**config.mk**
```make
export PLATFORM = sky130hd
export DESIGN_NAME = rss_device_flat
export DESIGN_NICKNAME = d
export VERILOG_FILES = /design/src/verilog/rss_pkg.sv /design/src/verilog/rss_link_if.sv /design/src/verilog/rss_device.sv /design/src/flat_wrapper.sv
export SDC_FILE = /design/constraint.sdc
export NUM_CORES = 1
export LEC_CHECK = 0
export ABC_AREA = 0
export BUFFER_PORTS_ARGS = -buffer_cell sky130_fd_sc_hd__buf_2
export CAP_MARGIN = 20
export CORE_MARGIN = 5
export CORE_UTILIZATION = 55
export CTS_BUF_LIST = sky130_fd_sc_hd__clkbuf_16
export DETAILED_ROUTE_END_ITERATION = 16
export GPL_ROUTABILITY_DRIVEN = 0
export MAX_ROUTING_LAYER = met4
export PLACE_DENSITY = 0.88
export SLEW_MARGIN = 20
export SYNTH_ARGS = -nofsm -noshare
export SYNTH_HDL_FRONTEND = slang
export SYNTH_SLANG_ARGS = --single-unit
```
**constraint.sdc**
```tcl
create_clock -name mclk_i -period 7.4 [get_ports mclk_i]
set_input_delay 0.37 -clock mclk_i [delete_from_list [all_inputs] [get_ports mclk_i]]
set_output_delay 0.37 -clock mclk_i [all_outputs]
set_load 0.05 [all_outputs]
```
**src/verilog/rss_pkg.sv**
```systemverilog
// Shared constants for the reset source sequencer and its host controller.
package rss_pkg;
    localparam int unsigned CLK_HZ = 25_000_000;
    localparam int unsigned POR_TIME_MS = 22;
    localparam int unsigned WAKE_TIME_MS = 2;
    localparam int unsigned SOFT_TIME_US = 2;
    localparam int unsigned PHY_TIME_US = 100;
    localparam int unsigned PHY_BASIC_TIME_US = 100;
    localparam int unsigned HOST_TIMEOUT_MS = 100;
    // Cycle counts derived from the clock rate, except the EEPROM probe count, which is fixed at 64.
    localparam int unsigned POR_CYCLES = POR_TIME_MS * (CLK_HZ / 1000);
    localparam int unsigned WAKE_CYCLES = WAKE_TIME_MS * (CLK_HZ / 1000);
    localparam int unsigned SOFT_CYCLES = SOFT_TIME_US * (CLK_HZ / 1_000_000);
    localparam int unsigned PHY_CYCLES = PHY_TIME_US * (CLK_HZ / 1_000_000);
    localparam int unsigned PHY_BASIC_CYCLES = PHY_BASIC_TIME_US * (CLK_HZ / 1_000_000);
    localparam int unsigned HOST_TIMEOUT_CYCLES = HOST_TIMEOUT_MS * (CLK_HZ / 1000);
    localparam int unsigned EEPROM_PROBE_CYCLES = 64;
    // Device register indices.
    localparam logic [2:0] DEV_HARDWARE_CONFIG = 3'h0;
    localparam logic [2:0] DEV_POWER_MGMT_CONTROL = 3'h1;
    localparam logic [2:0] DEV_WAKE_TEST = 3'h2;
    localparam logic [2:0] DEV_EEPROM_CMD = 3'h3;
    localparam logic [2:0] DEV_PHY_BASIC = 3'h4;
    localparam logic [2:0] DEV_PHY_STATUS = 3'h5;
    // Field positions.
    localparam int unsigned SOFT_RST_BIT = 0;
    localparam int unsigned READY_BIT = 0;
    localparam int unsigned PHY_RST_BIT = 10;
    localparam int unsigned PHY_BASIC_RST_BIT = 15;
    localparam int unsigned EEPROM_BUSY_BIT = 31;
    localparam int unsigned LINK_UP_BIT = 2;
    localparam int unsigned PM_MODE_LSB = 12;
    // Host controller Avalon word addresses (byte address = 4 * index).
    localparam logic [3:0] HC_CMD = 4'h0;
    localparam logic [3:0] HC_STATUS = 4'h1;
    localparam logic [3:0] HC_RDATA = 4'h2;
    localparam logic [3:0] HC_WDATA = 4'h3;
    localparam logic [3:0] HC_ADDR = 4'h4;
    // Host command codes.
    localparam logic [2:0] CMD_NONE = 3'h0;
    localparam logic [2:0] CMD_READ = 3'h1;
    localparam logic [2:0] CMD_WRITE = 3'h2;
    localparam logic [2:0] CMD_WAIT_READY = 3'h3;
    localparam logic [2:0] CMD_WAIT_EEPROM = 3'h4;
    localparam logic [2:0] CMD_WAIT_LINK = 3'h5;
    localparam logic [31:0] RESET_WORD = 32'h0000_0000;
endpackage

```
**src/verilog/rss_link_if.sv**
```systemverilog
// Interface joining the sequencer device and its host controller.
`timescale 1ns/1ps
interface rss_link_if;
    logic hw_reset_pin_n;
    logic req;
    logic wr;
    logic [2:0] addr;
    logic [31:0] wdata;
    logic [31:0] rdata;
    logic ack;
    modport device (
        input hw_reset_pin_n, req, wr, addr, wdata,
        output rdata, ack
    );
    modport host (
        output hw_reset_pin_n, req, wr, addr, wdata,
        input rdata, ack
    );
endinterface

```
**src/verilog/rss_device.sv**
```systemverilog
// Reset source sequencer: combines reset sources, times them and reports readiness.
//
// Implementation choices: register access over Avalon-MM and the placing of the registers.
`timescale 1ns/1ps
// How it works
// - Five reset sources feed the sequencer.
// - Power loss or first power starts reset.
// - Power-on reset lasts about 22 ms.
// - Ready reads zero until power-on completes.
// - Pin low resets; ready follows completion.
// - Host holds reset pin low long enough.
// - Wake write sets ready within 2 ms.
// - Soft reset bit self-clears after 2 us.
// - Soft reset keeps preserved bits, bus logic.
// - PHY reset bit self-clears after 100 us.
// - PHY basic reset bit self-clears when done.
// - Power-on resets everything, reloads MAC address.
// - Chip resets probe EEPROM while busy set.
// - Host waits EEPROM busy clear first.
// - Host waits link up after PHY reset.
// - Host treats 100 ms not-ready as error.
// - Host only reads while not ready; the host still issues the write and only sets write_blocked.
module rss_device #(
    parameter int unsigned POR_COUNT = rss_pkg::POR_CYCLES,
    parameter int unsigned WAKE_COUNT = rss_pkg::WAKE_CYCLES,
    parameter int unsigned SOFT_COUNT = rss_pkg::SOFT_CYCLES,
    parameter int unsigned PHY_COUNT = rss_pkg::PHY_CYCLES,
    parameter int unsigned PHY_BASIC_COUNT = rss_pkg::PHY_BASIC_CYCLES,
    parameter int unsigned PROBE_COUNT = rss_pkg::EEPROM_PROBE_CYCLES
) (
    input wire logic mclk_i,
    input wire logic rst_i,
    rss_link_if.device link,
    input wire logic eeprom_present_i,
    input wire logic phy_link_i,
    output logic chip_reset_o,
    output logic phy_reset_o,
    output logic mac_addr_reload_o,
    output logic [31:0] kept_across_soft_reset_o,
    output logic [31:0] soft_cleared_o
);
    import rss_pkg::*;

    typedef enum logic [4:0] {
        RSS_IDLE = 5'b00001,
        RSS_POR = 5'b00010,
        RSS_SOFT = 5'b00100,
        RSS_WAKE = 5'b01000,
        RSS_PROBE = 5'b10000
    } rss_state_t;

    rss_state_t state;
    logic [31:0] timer;
    logic [31:0] phy_timer;
    logic phy_basic_busy;
    logic ready;
    logic eeprom_busy;
    logic soft_bit;
    logic phy_rst_bit;
    logic [1:0] pm_mode;
    logic pin_s1, pin_s2, link_s1, link_s2, ee_s1, ee_s2;
    logic wr_hit;

    // Pins from outside pass two flip-flops first.
    always_ff @(posedge mclk_i or posedge rst_i) begin
        if (rst_i) begin
            pin_s1 <= 1'b1;
            pin_s2 <= 1'b1;
            link_s1 <= 1'b0;
            link_s2 <= 1'b0;
            ee_s1 <= 1'b0;
            ee_s2 <= 1'b0;
        end else begin
            pin_s1 <= link.hw_reset_pin_n;
            pin_s2 <= pin_s1;
            link_s1 <= phy_link_i;
            link_s2 <= link_s1;
            ee_s1 <= eeprom_present_i;
            ee_s2 <= ee_s1;
        end
    end

    assign wr_hit = link.req && link.wr;

    // power cycle restarts
    // The asynchronous reset input stands for power loss, so every power-up starts the timer.
    always_ff @(posedge mclk_i or posedge rst_i) begin
        if (rst_i) begin
            state <= RSS_POR;
            timer <= 32'h0000_0000;
        end else begin
            unique case (state)
                RSS_POR: begin
                    if (!pin_s2) begin
                        timer <= 32'h0000_0000;
                    end else if (timer >= POR_COUNT - 1) begin
                        timer <= 32'h0000_0000;
                        state <= RSS_PROBE;
                    end else begin
                        timer <= timer + 32'h0000_0001;
                    end
                end
                RSS_SOFT: begin
                    if (!pin_s2) begin
                        state <= RSS_POR;
                        timer <= 32'h0000_0000;
                    end else if (timer >= SOFT_COUNT - 1) begin
                        timer <= 32'h0000_0000;
                        state <= RSS_PROBE;
                    end else begin
                        timer <= timer + 32'h0000_0001;
                    end
                end
                RSS_WAKE: begin
                    if (!pin_s2) begin
                        state <= RSS_POR;
                        timer <= 32'h0000_0000;
                    end else if (timer >= WAKE_COUNT - 1) begin
                        timer <= 32'h0000_0000;
                        state <= RSS_IDLE;
                    end else begin
                        timer <= timer + 32'h0000_0001;
                    end
                end
                RSS_PROBE: begin
                    if (!pin_s2) begin
                        state <= RSS_POR;
                        timer <= 32'h0000_0000;
                    end else if (timer >= PROBE_COUNT - 1 || !ee_s2) begin
                        timer <= 32'h0000_0000;
                        state <= RSS_IDLE;
                    end else begin
                        timer <= timer + 32'h0000_0001;
                    end
                end
                RSS_IDLE: begin
                    if (!pin_s2) begin
                        state <= RSS_POR;
                        timer <= 32'h0000_0000;
                    end else if (wr_hit && link.addr == DEV_HARDWARE_CONFIG && link.wdata[SOFT_RST_BIT]) begin
                        state <= RSS_SOFT;
                        timer <= 32'h0000_0000;
                    end else if (wr_hit && link.addr == DEV_WAKE_TEST && pm_mode != 2'b00) begin
                        state <= RSS_WAKE;
                        timer <= 32'h0000_0000;
                    end
                end
            endcase
        end
    end

    // ready low in sequence
    // The probe still reports ready; only the busy flag guards the EEPROM.
    assign ready = (state == RSS_IDLE || state == RSS_PROBE) && pm_mode == 2'b00;
    assign eeprom_busy = (state == RSS_PROBE) || (state == RSS_POR) || (state == RSS_SOFT);
    assign soft_bit = (state == RSS_SOFT);

    assign chip_reset_o = (state == RSS_POR);
    assign mac_addr_reload_o = (state == RSS_PROBE);

    // Power mode: a wake write returns to normal operation.
    always_ff @(posedge mclk_i or posedge rst_i) begin
        if (rst_i) begin
            pm_mode <= 2'b00;
        end else if (state == RSS_POR) begin
            pm_mode <= 2'b00;
        end else if (state == RSS_WAKE && timer >= WAKE_COUNT - 1) begin
            pm_mode <= 2'b00;
        end else if (state == RSS_IDLE && wr_hit && link.addr == DEV_POWER_MGMT_CONTROL) begin
            pm_mode <= link.wdata[PM_MODE_LSB +: 2];
        end
    end

    always_ff @(posedge mclk_i or posedge rst_i) begin
        if (rst_i) begin
            phy_rst_bit <= 1'b0;
            phy_basic_busy <= 1'b0;
            phy_timer <= 32'h0000_0000;
        end else if (state == RSS_POR) begin
            phy_rst_bit <= 1'b0;
            phy_basic_busy <= 1'b0;
            phy_timer <= 32'h0000_0000;
        end else if (phy_rst_bit || phy_basic_busy) begin
            if ((phy_rst_bit && phy_timer >= PHY_COUNT - 1) ||
                (!phy_rst_bit && phy_timer >= PHY_BASIC_COUNT - 1)) begin
                phy_rst_bit <= 1'b0;
                phy_basic_busy <= 1'b0;
                phy_timer <= 32'h0000_0000;
            end else begin
                phy_timer <= phy_timer + 32'h0000_0001;
            end
        end else if (ready && wr_hit && link.addr == DEV_POWER_MGMT_CONTROL && link.wdata[PHY_RST_BIT]) begin
            phy_rst_bit <= 1'b1;
        end else if (ready && wr_hit && link.addr == DEV_PHY_BASIC && link.wdata[PHY_BASIC_RST_BIT]) begin
            phy_basic_busy <= 1'b1;
        end
    end
    assign phy_reset_o = chip_reset_o || phy_rst_bit || phy_basic_busy;

    // preserved bits kept
    // The preserved register clears only on power-on or pin reset.
    always_ff @(posedge mclk_i or posedge rst_i) begin
        if (rst_i) begin
            kept_across_soft_reset_o <= RESET_WORD;
        end else if (state == RSS_POR) begin
            kept_across_soft_reset_o <= RESET_WORD;
        end else if (ready && wr_hit && link.addr == DEV_HARDWARE_CONFIG) begin
            kept_across_soft_reset_o <= {link.wdata[31:1], 1'b0};
        end
    end

    always_ff @(posedge mclk_i or posedge rst_i) begin
        if (rst_i) begin
            soft_cleared_o <= RESET_WORD;
        end else if (state == RSS_POR || state == RSS_SOFT) begin
            soft_cleared_o <= RESET_WORD;
        end else if (ready && wr_hit && link.addr == DEV_EEPROM_CMD) begin
            soft_cleared_o <= link.wdata;
        end
    end

    // Reads answer in the cycle of the request; the bus logic is never reset by soft reset.
    always_comb begin
        link.rdata = 32'h0000_0000;
        unique case (link.addr)
            DEV_HARDWARE_CONFIG: link.rdata = {kept_across_soft_reset_o[31:1], soft_bit};
            DEV_POWER_MGMT_CONTROL: begin
                link.rdata[READY_BIT] = ready;
                link.rdata[PHY_RST_BIT] = phy_rst_bit;
                link.rdata[PM_MODE_LSB +: 2] = pm_mode;
            end
            DEV_EEPROM_CMD: link.rdata[EEPROM_BUSY_BIT] = eeprom_busy;
            DEV_PHY_BASIC: link.rdata[PHY_BASIC_RST_BIT] = phy_basic_busy;
            DEV_PHY_STATUS: link.rdata[LINK_UP_BIT] = link_s2 && !phy_reset_o;
            default: link.rdata = 32'h0000_0000;
        endcase
    end
    assign link.ack = link.req;
endmodule // rss_device

```
**src/flat_wrapper.sv**
```systemverilog
// flat-port wrapper written by rule: the top's interface ports become plain ports
module rss_device_flat import rss_pkg::*;
#(
    parameter int unsigned POR_COUNT = rss_pkg::POR_CYCLES,
    parameter int unsigned WAKE_COUNT = rss_pkg::WAKE_CYCLES,
    parameter int unsigned SOFT_COUNT = rss_pkg::SOFT_CYCLES,
    parameter int unsigned PHY_COUNT = rss_pkg::PHY_CYCLES,
    parameter int unsigned PHY_BASIC_COUNT = rss_pkg::PHY_BASIC_CYCLES,
    parameter int unsigned PROBE_COUNT = rss_pkg::EEPROM_PROBE_CYCLES
)
  (mclk_i, rst_i, eeprom_present_i, phy_link_i, chip_reset_o, phy_reset_o, mac_addr_reload_o, kept_across_soft_reset_o, soft_cleared_o, link_hw_reset_pin_n, link_req, link_wr, link_addr, link_wdata, link_rdata, link_ack);
  rss_link_if link_i ();
  input wire logic mclk_i;
  input wire logic rst_i;
  input wire logic eeprom_present_i;
  input wire logic phy_link_i;
  output logic chip_reset_o;
  output logic phy_reset_o;
  output logic mac_addr_reload_o;
  output logic [31:0] kept_across_soft_reset_o;
  output logic [31:0] soft_cleared_o;
  input wire logic [$bits(link_i.hw_reset_pin_n)-1:0] link_hw_reset_pin_n;
  input wire logic [$bits(link_i.req)-1:0] link_req;
  input wire logic [$bits(link_i.wr)-1:0] link_wr;
  input wire logic [$bits(link_i.addr)-1:0] link_addr;
  input wire logic [$bits(link_i.wdata)-1:0] link_wdata;
  output wire logic [$bits(link_i.rdata)-1:0] link_rdata;
  output wire logic [$bits(link_i.ack)-1:0] link_ack;
  assign link_i.hw_reset_pin_n = link_hw_reset_pin_n;
  assign link_i.req = link_req;
  assign link_i.wr = link_wr;
  assign link_i.addr = link_addr;
  assign link_i.wdata = link_wdata;
  assign link_rdata = link_i.rdata;
  assign link_ack = link_i.ack;
  rss_device #(.POR_COUNT(POR_COUNT), .WAKE_COUNT(WAKE_COUNT), .SOFT_COUNT(SOFT_COUNT), .PHY_COUNT(PHY_COUNT), .PHY_BASIC_COUNT(PHY_BASIC_COUNT), .PROBE_COUNT(PROBE_COUNT)) u_core (.mclk_i(mclk_i), .rst_i(rst_i), .link(link_i), .eeprom_present_i(eeprom_present_i), .phy_link_i(phy_link_i), .chip_reset_o(chip_reset_o), .phy_reset_o(phy_reset_o), .mac_addr_reload_o(mac_addr_reload_o), .kept_across_soft_reset_o(kept_across_soft_reset_o), .soft_cleared_o(soft_cleared_o));
endmodule
```
==> results of run 1 <==
cells in the final DEF, fill, tap and decap left out, types with 10 or more instances in the layout:
master,Yosys,final
sky130_fd_sc_hd__a31oi_1,14,14
sky130_fd_sc_hd__nor3_1,22,20
sky130_fd_sc_hd__and3_1,11,11
sky130_fd_sc_hd__o21ai_0,89,89
sky130_fd_sc_hd__and2_1,30,30
sky130_fd_sc_hd__buf_4,2,11
sky130_fd_sc_hd__nand2_1,166,166
sky130_fd_sc_hd__nor4_1,13,13
sky130_fd_sc_hd__dfrtp_1,139,139
sky130_fd_sc_hd__nand3_1,23,23
sky130_fd_sc_hd__clkbuf_16,0,17
sky130_fd_sc_hd__inv_1,11,10
sky130_fd_sc_hd__a21oi_1,23,23
sky130_fd_sc_hd__nor2_1,76,75
sky130_fd_sc_hd__xnor2_1,12,12
sky130_fd_sc_hd__buf_2,16,140
critical path, cell delays in order (launching register included):
cell and delay [ns]:
sky130_fd_sc_hd__dfrtp_1 0.45, sky130_fd_sc_hd__or3_4 0.18, sky130_fd_sc_hd__or2_1 0.09, sky130_fd_sc_hd__buf_4 0.36
sky130_fd_sc_hd__clkinv_4 0.18, sky130_fd_sc_hd__nor3_4 0.39, sky130_fd_sc_hd__nand4_1 0.15, sky130_fd_sc_hd__a21oi_1 0.19
sky130_fd_sc_hd__buf_2 0.29
flip-flops by register name, indices dropped and copies added, names as in the netlist:
register / count
u_core.ee_s1: 1
u_core.ee_s2: 1
u_core.kept_across_soft_reset_o: 31
u_core.link_s1: 1
u_core.link_s2: 1
u_core.phy_basic_busy: 1
u_core.phy_rst_bit: 1
u_core.phy_timer: 32
u_core.pin_s1: 1
u_core.pin_s2: 1
u_core.pm_mode: 2
u_core.soft_cleared_o: 32
u_core.state: 5
u_core.timer: 32
area by class of cell:
type                       instances  area share
clock buffer                      17      0.0510
tap                              172      0.0258
multi-input combinational        583       0.377
inverter                          13     0.00766
timing repair buffer             152      0.0964
clock inverter                    15      0.0155
sequential                       142       0.427
stage by stage:
stage / instance area [µm²] / worst slack [ns]
final: 8340 / 4.31
after global routing: 8340 / 4.10
after CTS: 8320 / 4.30
after detailed placement: 7760 / 4.52
after global placement: 7760 / 4.62
after floorplan: 6920 / 3.23
report_power, final:
group | internal [µW] | switching, µW
Sequential | 958 | 146
Clock | 438 | 360
Combinational | 299 | 1050
metal layers:
layer / GRT usage / up-vias
met5: - / -
met1: 0.313 / 3011
met3: 0.0478 / 49
met2: 0.403 / 253
li1: - / 2964
met4: 0.115 / 0
worst min path at each step:
stage | endpoint | cells after the start | slack [ns]
detailed placement | u_core.link_s2 | 0 | 0.33
finish | u_core.timer[1] | 2 | 0.04
floorplan | u_core.ee_s2 | 0 | 0.33
global route | u_core.pin_s1 | 1 | 0.04
global placement | u_core.ee_s2 | 0 | 0.33
CTS | u_core.pin_s1 | 1 | 0.02
kinds of logic after synthesis:
logic type | after synthesis | share of synthesized area
mux | 10 | 0.0146
buf+inv | 54 | 0.0358
fa+ha+maj | 4 | 0.00723
compound gates | 158 | 0.132
simple gates | 396 | 0.278
flops | 142 | 0.514
other cells | 1 | 0.000542
xor+xnor | 14 | 0.0177
==> flow_summary.rst, run 1 <==
.. list-table::
   :header-rows: 1

   * - Metric
     - Value
   * - Result of the run
     - finished clean
   * - Worst reg-to-reg path cell count
     - 8
   * - Max Cap Violations
     - 0
   * - Count of boundary I/O pins
     - 142
   * - Core area
     - 12500 µm²
   * - Maximum resistive drop on vdd
     - 157 µV
   * - Synth area leader
     - sky130_fd_sc_hd__dfrtp_1
   * - Max_slew headroom
     - 0.368
   * - Share of final-layout standard cells stronger than drive strength 1
     - 0.221
   * - Standard-cell row count
     - 41
   * - Post-layout min period
     - 3.09 ns
   * - Final std cells w/o fill
     - 1094
   * - Mean instance size in the synthesized netlist
     - 8.88 µm²
   * - CP arrival
     - 2.72 ns
   * - Number of diodes
     - 0
   * - First-pass GRT wire length
     - 28.9 mm
   * - Library cell used as clock root buffer
     - sky130_fd_sc_hd__clkbuf_16
   * - Commonest register cell after synthesis
     - sky130_fd_sc_hd__dfrtp_1
   * - CTS clock-pin slew for the worst setup and hold paths
     - 0.06 ns
   * - TritonCTS sink count
     - 142
   * - Setup Total Neg Slack
     - 0 ns
   * - Detail-routed via count per cell
     - 5.74
   * - Detailed-placement wirelength estimate
     - 12.3 mm
   * - Post-synth ARST share
     - 1.00
   * - Syn. warnings
     - 0
   * - CTS tree
     - built
   * - Insertion delay to the later sink of the worst-skew pair
     - 0.43 ns
   * - Worst hold slack across all endpoints
     - 0.0399 ns
   * - Sum of routed wire length over all layers
     - 17.9 mm
   * - Synth area leaders
     - sky130_fd_sc_hd__dfrtp_1 (50%), sky130_fd_sc_hd__nand2_1 (9.0%), sky130_fd_sc_hd__o21ai_0 (6.4%)
   * - Detailed-routing wirelength on met1
     - 7.25 mm
   * - Register area
     - 3560 µm²
   * - DRC marker count from the first detailed-route iteration
     - 464
   * - Initial core utilization
     - 0.555
   * - Number of antenna-violating nets in the routed design
     - 0
   * - Global router's overall resource usage
     - 0.252
   * - Final clock period utilization by the worst path
     - 0.418
   * - Remaining Overflow, GRT
     - 0
   * - Unique masters post-synth
     - 60
   * - Layout net count
     - 955
   * - Origin of the worst setup path
     - u_core.state[2]
   * - Vias post-DR
     - 6277
   * - Worst setup path endpoint
     - link_rdata[2]
   * - Sequential area share after synthesis
     - 0.514
   * - Synthesized instance count
     - 779
   * - EDFF count, synth
     - 0
   * - Count of input and output buffers
     - 140
   * - Worst clock skew
     - 0.00890 ns
   * - Critical Path Start Type
     - register
   * - Maximum fanout along the worst path
     - 34
   * - Highest metal used
     - met4
   * - Worst r2r dst
     - u_core.timer[10]
   * - Launch instance of the worst register-to-register path
     - u_core.timer[0]
   * - Pin slew with the least headroom to its limit
     - 0.941 ns
   * - Die Width
     - 122 µm
   * - P per Cell Area
     - 390 nW/µm²
   * - Most common cell in the synthesized netlist
     - sky130_fd_sc_hd__nand2_1
   * - CP required
     - 7.03 ns
   * - Final-report hold violation count
     - 0
   * - Layout-stage area growth over the synthesis result
     - 20.4%
   * - Achievable Freq
     - 323 MHz
   * - Unrepaired setup endpoints after global routing
     - no
   * - Depth of the CTS H-tree
     - 4
   * - Largest net degree at the start of global routing
     - 83
   * - Final routed DRC violation total
     - 0
   * - Number of slew-limit violations in the final report
     - 0
   * - Total of endpoints with negative setup slack in the final report
     - 0
   * - Kind of capture point of the worst setup path
     - output pin
   * - Fillers
     - 999
   * - Placed Cells
     - 1061
   * - Post CTS Setup Buffer Count
     - 0
   * - Yosys top cell area share
     - 0.503
   * - Register-to-register path setup slack
     - 4.69 ns
   * - Cts bufs inserted
     - 17
   * - Tot Pwr
     - 3250 µW
   * - Number of buffers on the longest clock path
     - 2
   * - Post-synthesis cell area
     - 6920 µm²
   * - Antenna violations before repair
     - 0
   * - Wire length per cell after detailed routing
     - 16.4 µm
   * - Die Y
     - 122 µm
   * - Final standard cell utilization of the core
     - 0.669
   * - Area taken by multi-input logic gates
     - 3140 µm²
   * - Seq cells post-synth
     - 142
   * - Area enclosed by the die boundary
     - 14900 µm²
   * - Net Count, Synth
     - 825
   * - Number of hold buffers added after CTS
     - 0
   * - Detailed-routed wire length on met2
     - 8.76 mm
   * - Post-cts resize count
     - 0
   * - Leakage power summed over all cells
     - 0.00401 µW
   * - Hold Crit Class
     - in -> async
   * - Top post-synthesis cells by count
     - sky130_fd_sc_hd__nand2_1 (166), sky130_fd_sc_hd__dfrtp_1 (139), sky130_fd_sc_hd__o21ai_0 (89)
   * - Routed length on met3
     - 1.46 mm
   * - Classification of the worst setup path
     - reg -> out
   * - First drt pass iteration count
     - 5
   * - Number of global-route vias before repair
     - 5892
(Power assumes the default switching activity.)
==> run 2: changes to the inputs <==
- ABC_AREA: 0 -> 1
- clock period: 7.4 -> 3 ns (I/O delays scaled with it)
==> run 2 against run 1 <==
Net effect:
- critical path type unchanged
- highest routed layer unchanged
- global-route usage about the same
- final cell count grew 2.7%
- combinational power grew 86%
- via count shrank 3.3%
==> flow_summary.rst, run 2 <==
.. list-table::
   :header-rows: 1

   * - Metric
     - Value
   * - DRC marker count from the first detailed-route iteration
     - 649
   * - Detail-routed via count per cell
     - 5.40
   * - Achievable Freq
     - 401 MHz
   * - Total of endpoints with negative setup slack in the final report
     - 0
   * - Standard-cell row count
     - 40
   * - Net Count, Synth
     - 867
   * - Maximum fanout along the worst path
     - 33
   * - Post CTS Setup Buffer Count
     - 0
   * - Die Width
     - 121 µm
   * - Detailed-placement wirelength estimate
     - 11.8 mm
   * - Vias post-DR
     - 6067
   * - Max_slew headroom
     - 0.331
   * - P per Cell Area
     - 847 nW/µm²
   * - Global router's overall resource usage
     - 0.252
   * - Number of buffers on the longest clock path
     - 2
   * - Cts bufs inserted
     - 17
   * - Remaining Overflow, GRT
     - 0
   * - Maximum resistive drop on vdd
     - 624 µV
   * - Worst clock skew
     - 0.00828 ns
   * - Most common cell in the synthesized netlist
     - sky130_fd_sc_hd__inv_1
   * - Hold Crit Class
     - in -> reg
   * - Number of diodes
     - 0
   * - Depth of the CTS H-tree
     - 4
   * - Fillers
     - 904
   * - Antenna violations before repair
     - 0
   * - Seq cells post-synth
     - 142
   * - First-pass GRT wire length
     - 28.4 mm
   * - Classification of the worst setup path
     - reg -> out
   * - TritonCTS sink count
     - 142
   * - Wire length per cell after detailed routing
     - 15.5 µm
   * - Count of boundary I/O pins
     - 142
   * - Synth area leaders
     - sky130_fd_sc_hd__dfrtp_1 (52%), sky130_fd_sc_hd__inv_1 (8.9%), sky130_fd_sc_hd__nand2_1 (7.9%)
   * - Pin slew with the least headroom to its limit
     - 1.00 ns
   * - Commonest cells after routing, fill and taps aside
     - sky130_fd_sc_hd__inv_1 (158), sky130_fd_sc_hd__nand2_1 (141), sky130_fd_sc_hd__buf_2 (140)
   * - Number of global-route vias before repair
     - 5912
   * - Layout net count
     - 1010
   * - Layout-stage area growth over the synthesis result
     - 20.7%
   * - Kind of capture point of the worst setup path
     - output pin
   * - Post-cts resize count
     - 0
   * - CTS clock-pin slew for the worst setup and hold paths
     - 0.06 ns
   * - Initial core utilization
     - 0.561
   * - Setup Total Neg Slack
     - 0 ns
   * - CTS tree
     - built
   * - Insertion delay to the later sink of the worst-skew pair
     - 0.42 ns
   * - Count of input and output buffers
     - 140
   * - Number of hold buffers added after CTS
     - 6
   * - Commonest register cell after synthesis
     - sky130_fd_sc_hd__dfrtp_1
   * - Number of antenna-violating nets in the routed design
     - 0
   * - Leakage power summed over all cells
     - 0.00447 µW
   * - CP required
     - 2.85 ns
   * - Largest stage delay on the critical path
     - 0.41 ns
   * - Synth area leader
     - sky130_fd_sc_hd__dfrtp_1
   * - Post-layout min period
     - 2.50 ns
   * - Sequential area share after synthesis
     - 0.528
   * - Unrepaired setup endpoints after global routing
     - no
   * - Final standard cell utilization of the core
     - 0.677
   * - Synthesized instance count
     - 821
   * - Final routed DRC violation total
     - 0
   * - Yosys top cell area share
     - 0.516
   * - Cell-by-cell trace of the critical path
     - nor2_2 > nand4_1 > inv_1 > nor2_2 > buf_4 > nand2_1 > nand2_1 > o21ai_0 > buf_2
   * - Share of final-layout standard cells stronger than drive strength 1
     - 0.214
   * - Total cell area at the placement stage
     - 7530 µm²
   * - Mean instance size in the synthesized netlist
     - 8.21 µm²
   * - Area enclosed by the die boundary
     - 14600 µm²
   * - Core area
     - 12000 µm²
   * - Top Registers
     - u_core.phy_timer: 32 flops, u_core.soft_cleared_o: 32 flops, u_core.timer: 32 flops
   * - Post-synthesis cell area
     - 6740 µm²
   * - EDFF count, synth
     - 0
   * - Critical path's top delay family
     - buffers and inverters
   * - Largest net degree at the start of global routing
     - 143
   * - Syn. warnings
     - 0
   * - Buffers plus inverters on the worst setup path
     - 3
   * - Master of the slowest instance on the critical path
     - sky130_fd_sc_hd__dfrtp_1
   * - Top post-synthesis cells by count
     - sky130_fd_sc_hd__inv_1 (159), sky130_fd_sc_hd__nand2_1 (141), sky130_fd_sc_hd__dfrtp_1 (139)
   * - Die Y
     - 121 µm
   * - Unique masters post-synth
     - 33
   * - Most frequent standard cell in the layout excluding fill and tap cells
     - sky130_fd_sc_hd__inv_1
   * - First drt pass iteration count
     - 5
   * - Final clock period utilization by the worst path
     - 0.832
   * - Max Cap Violations
     - 0
   * - CP arrival
     - 2.35 ns
   * - Sum of routed wire length over all layers
     - 17.4 mm
   * - Number of slew-limit violations in the final report
     - 0
   * - Result of the run
     - finished clean
   * - Final-report hold violation count
     - 0
   * - Post-route cell area
     - 8130 µm²
   * - Post-synth ARST share
     - 1.00
   * - Library cell used as clock root buffer
     - sky130_fd_sc_hd__clkbuf_16
   * - Critical Path Start Type
     - register
-- run 2: layout make-up --
| class | count | area (µm²) | area share |
|---|---|---|---|
| flip-flops and latches | 142 | 3560 | 0.437 |
| inverters | 161 | 608 | 0.0748 |
| clock inverters | 14 | 120 | 0.0148 |
| multi-input cells | 491 | 2430 | 0.298 |
| repair buffers | 151 | 811 | 0.0997 |
| clock buffers | 17 | 425 | 0.0523 |
| well taps | 147 | 184 | 0.0226 |
-- run 2: cell families after synthesis --
kind of cell,share of synthesized area
adder cells (fa/ha/maj),0.00743
AND/OR/NAND/NOR,0.241
flip-flops,0.528
AO/OA/AOI/OAI,0.0860
XOR/XNOR,0.0247
other,0.000556
buffers and inverters,0.112
-- run 2: path summary, 6_finish.rpt --
| path | start | end | slack (ns) | depth (start not counted) |
|---|---|---|---|---|
| setup / recovery | u_core.state[2] | link_rdata[31] | 0.50 | 9 |
| hold reg to reg | u_core.link_s1 | u_core.link_s2 | 0.36 | 0 |
| hold / removal | link_wdata[28] | u_core.soft_cleared_o[28] | 0.01 | 3 |
| max in group asynchronous | rst_i | u_core.timer[19] | 1.94 | 4 |
| min in group asynchronous | rst_i | u_core.phy_timer[26] | 0.47 | 4 |
| setup reg to reg | u_core.state[2] | u_core.soft_cleared_o[8] | 0.73 | 8 |
-- run 2: per-layer routing --
metal / vias up / track usage / wire length, µm
li1: 2855 / - / -
met1: 2862 / 0.302 / 6750
met2: 301 / 0.409 / 8750
met3: 49 / 0.0580 / 1380
met4: 0 / 0.113 / 522
met5: - / - / 0
-- run 2: power breakdown --
| part | leakage, µW | switching [µW] | total [µW] | internal [µW] |
|---|---|---|---|---|
| logic | 0.00227 | 1950 | 2510 | 554 |
| clock network | 0.000263 | 822 | 1950 | 1130 |
| registers | 0.00194 | 212 | 2430 | 2220 |
| total | 0.00447 | 2990 | 6890 | 3900 |
-- run 2: through the flow --
step	hold slack [ns]	power (µW)	setup slack, ns	instances
after global routing	0.0115	7190	0.337	1123
after floorplan	0.154	4310	0.706	821
after CTS	0.00200	6870	0.515	1123
final	0.0110	6890	0.504	1123
after global placement	0.256	4870	0.874	1086
after detailed placement	0.256	4920	0.768	1086
-- run 2: worst reg2reg max path, delay by kind of cell, from the launching register on --
kind | cells | cell delay (ns)
flops | 1 | 0.41
simple gates | 7 | 1.60
compound gates | 1 | 0.11
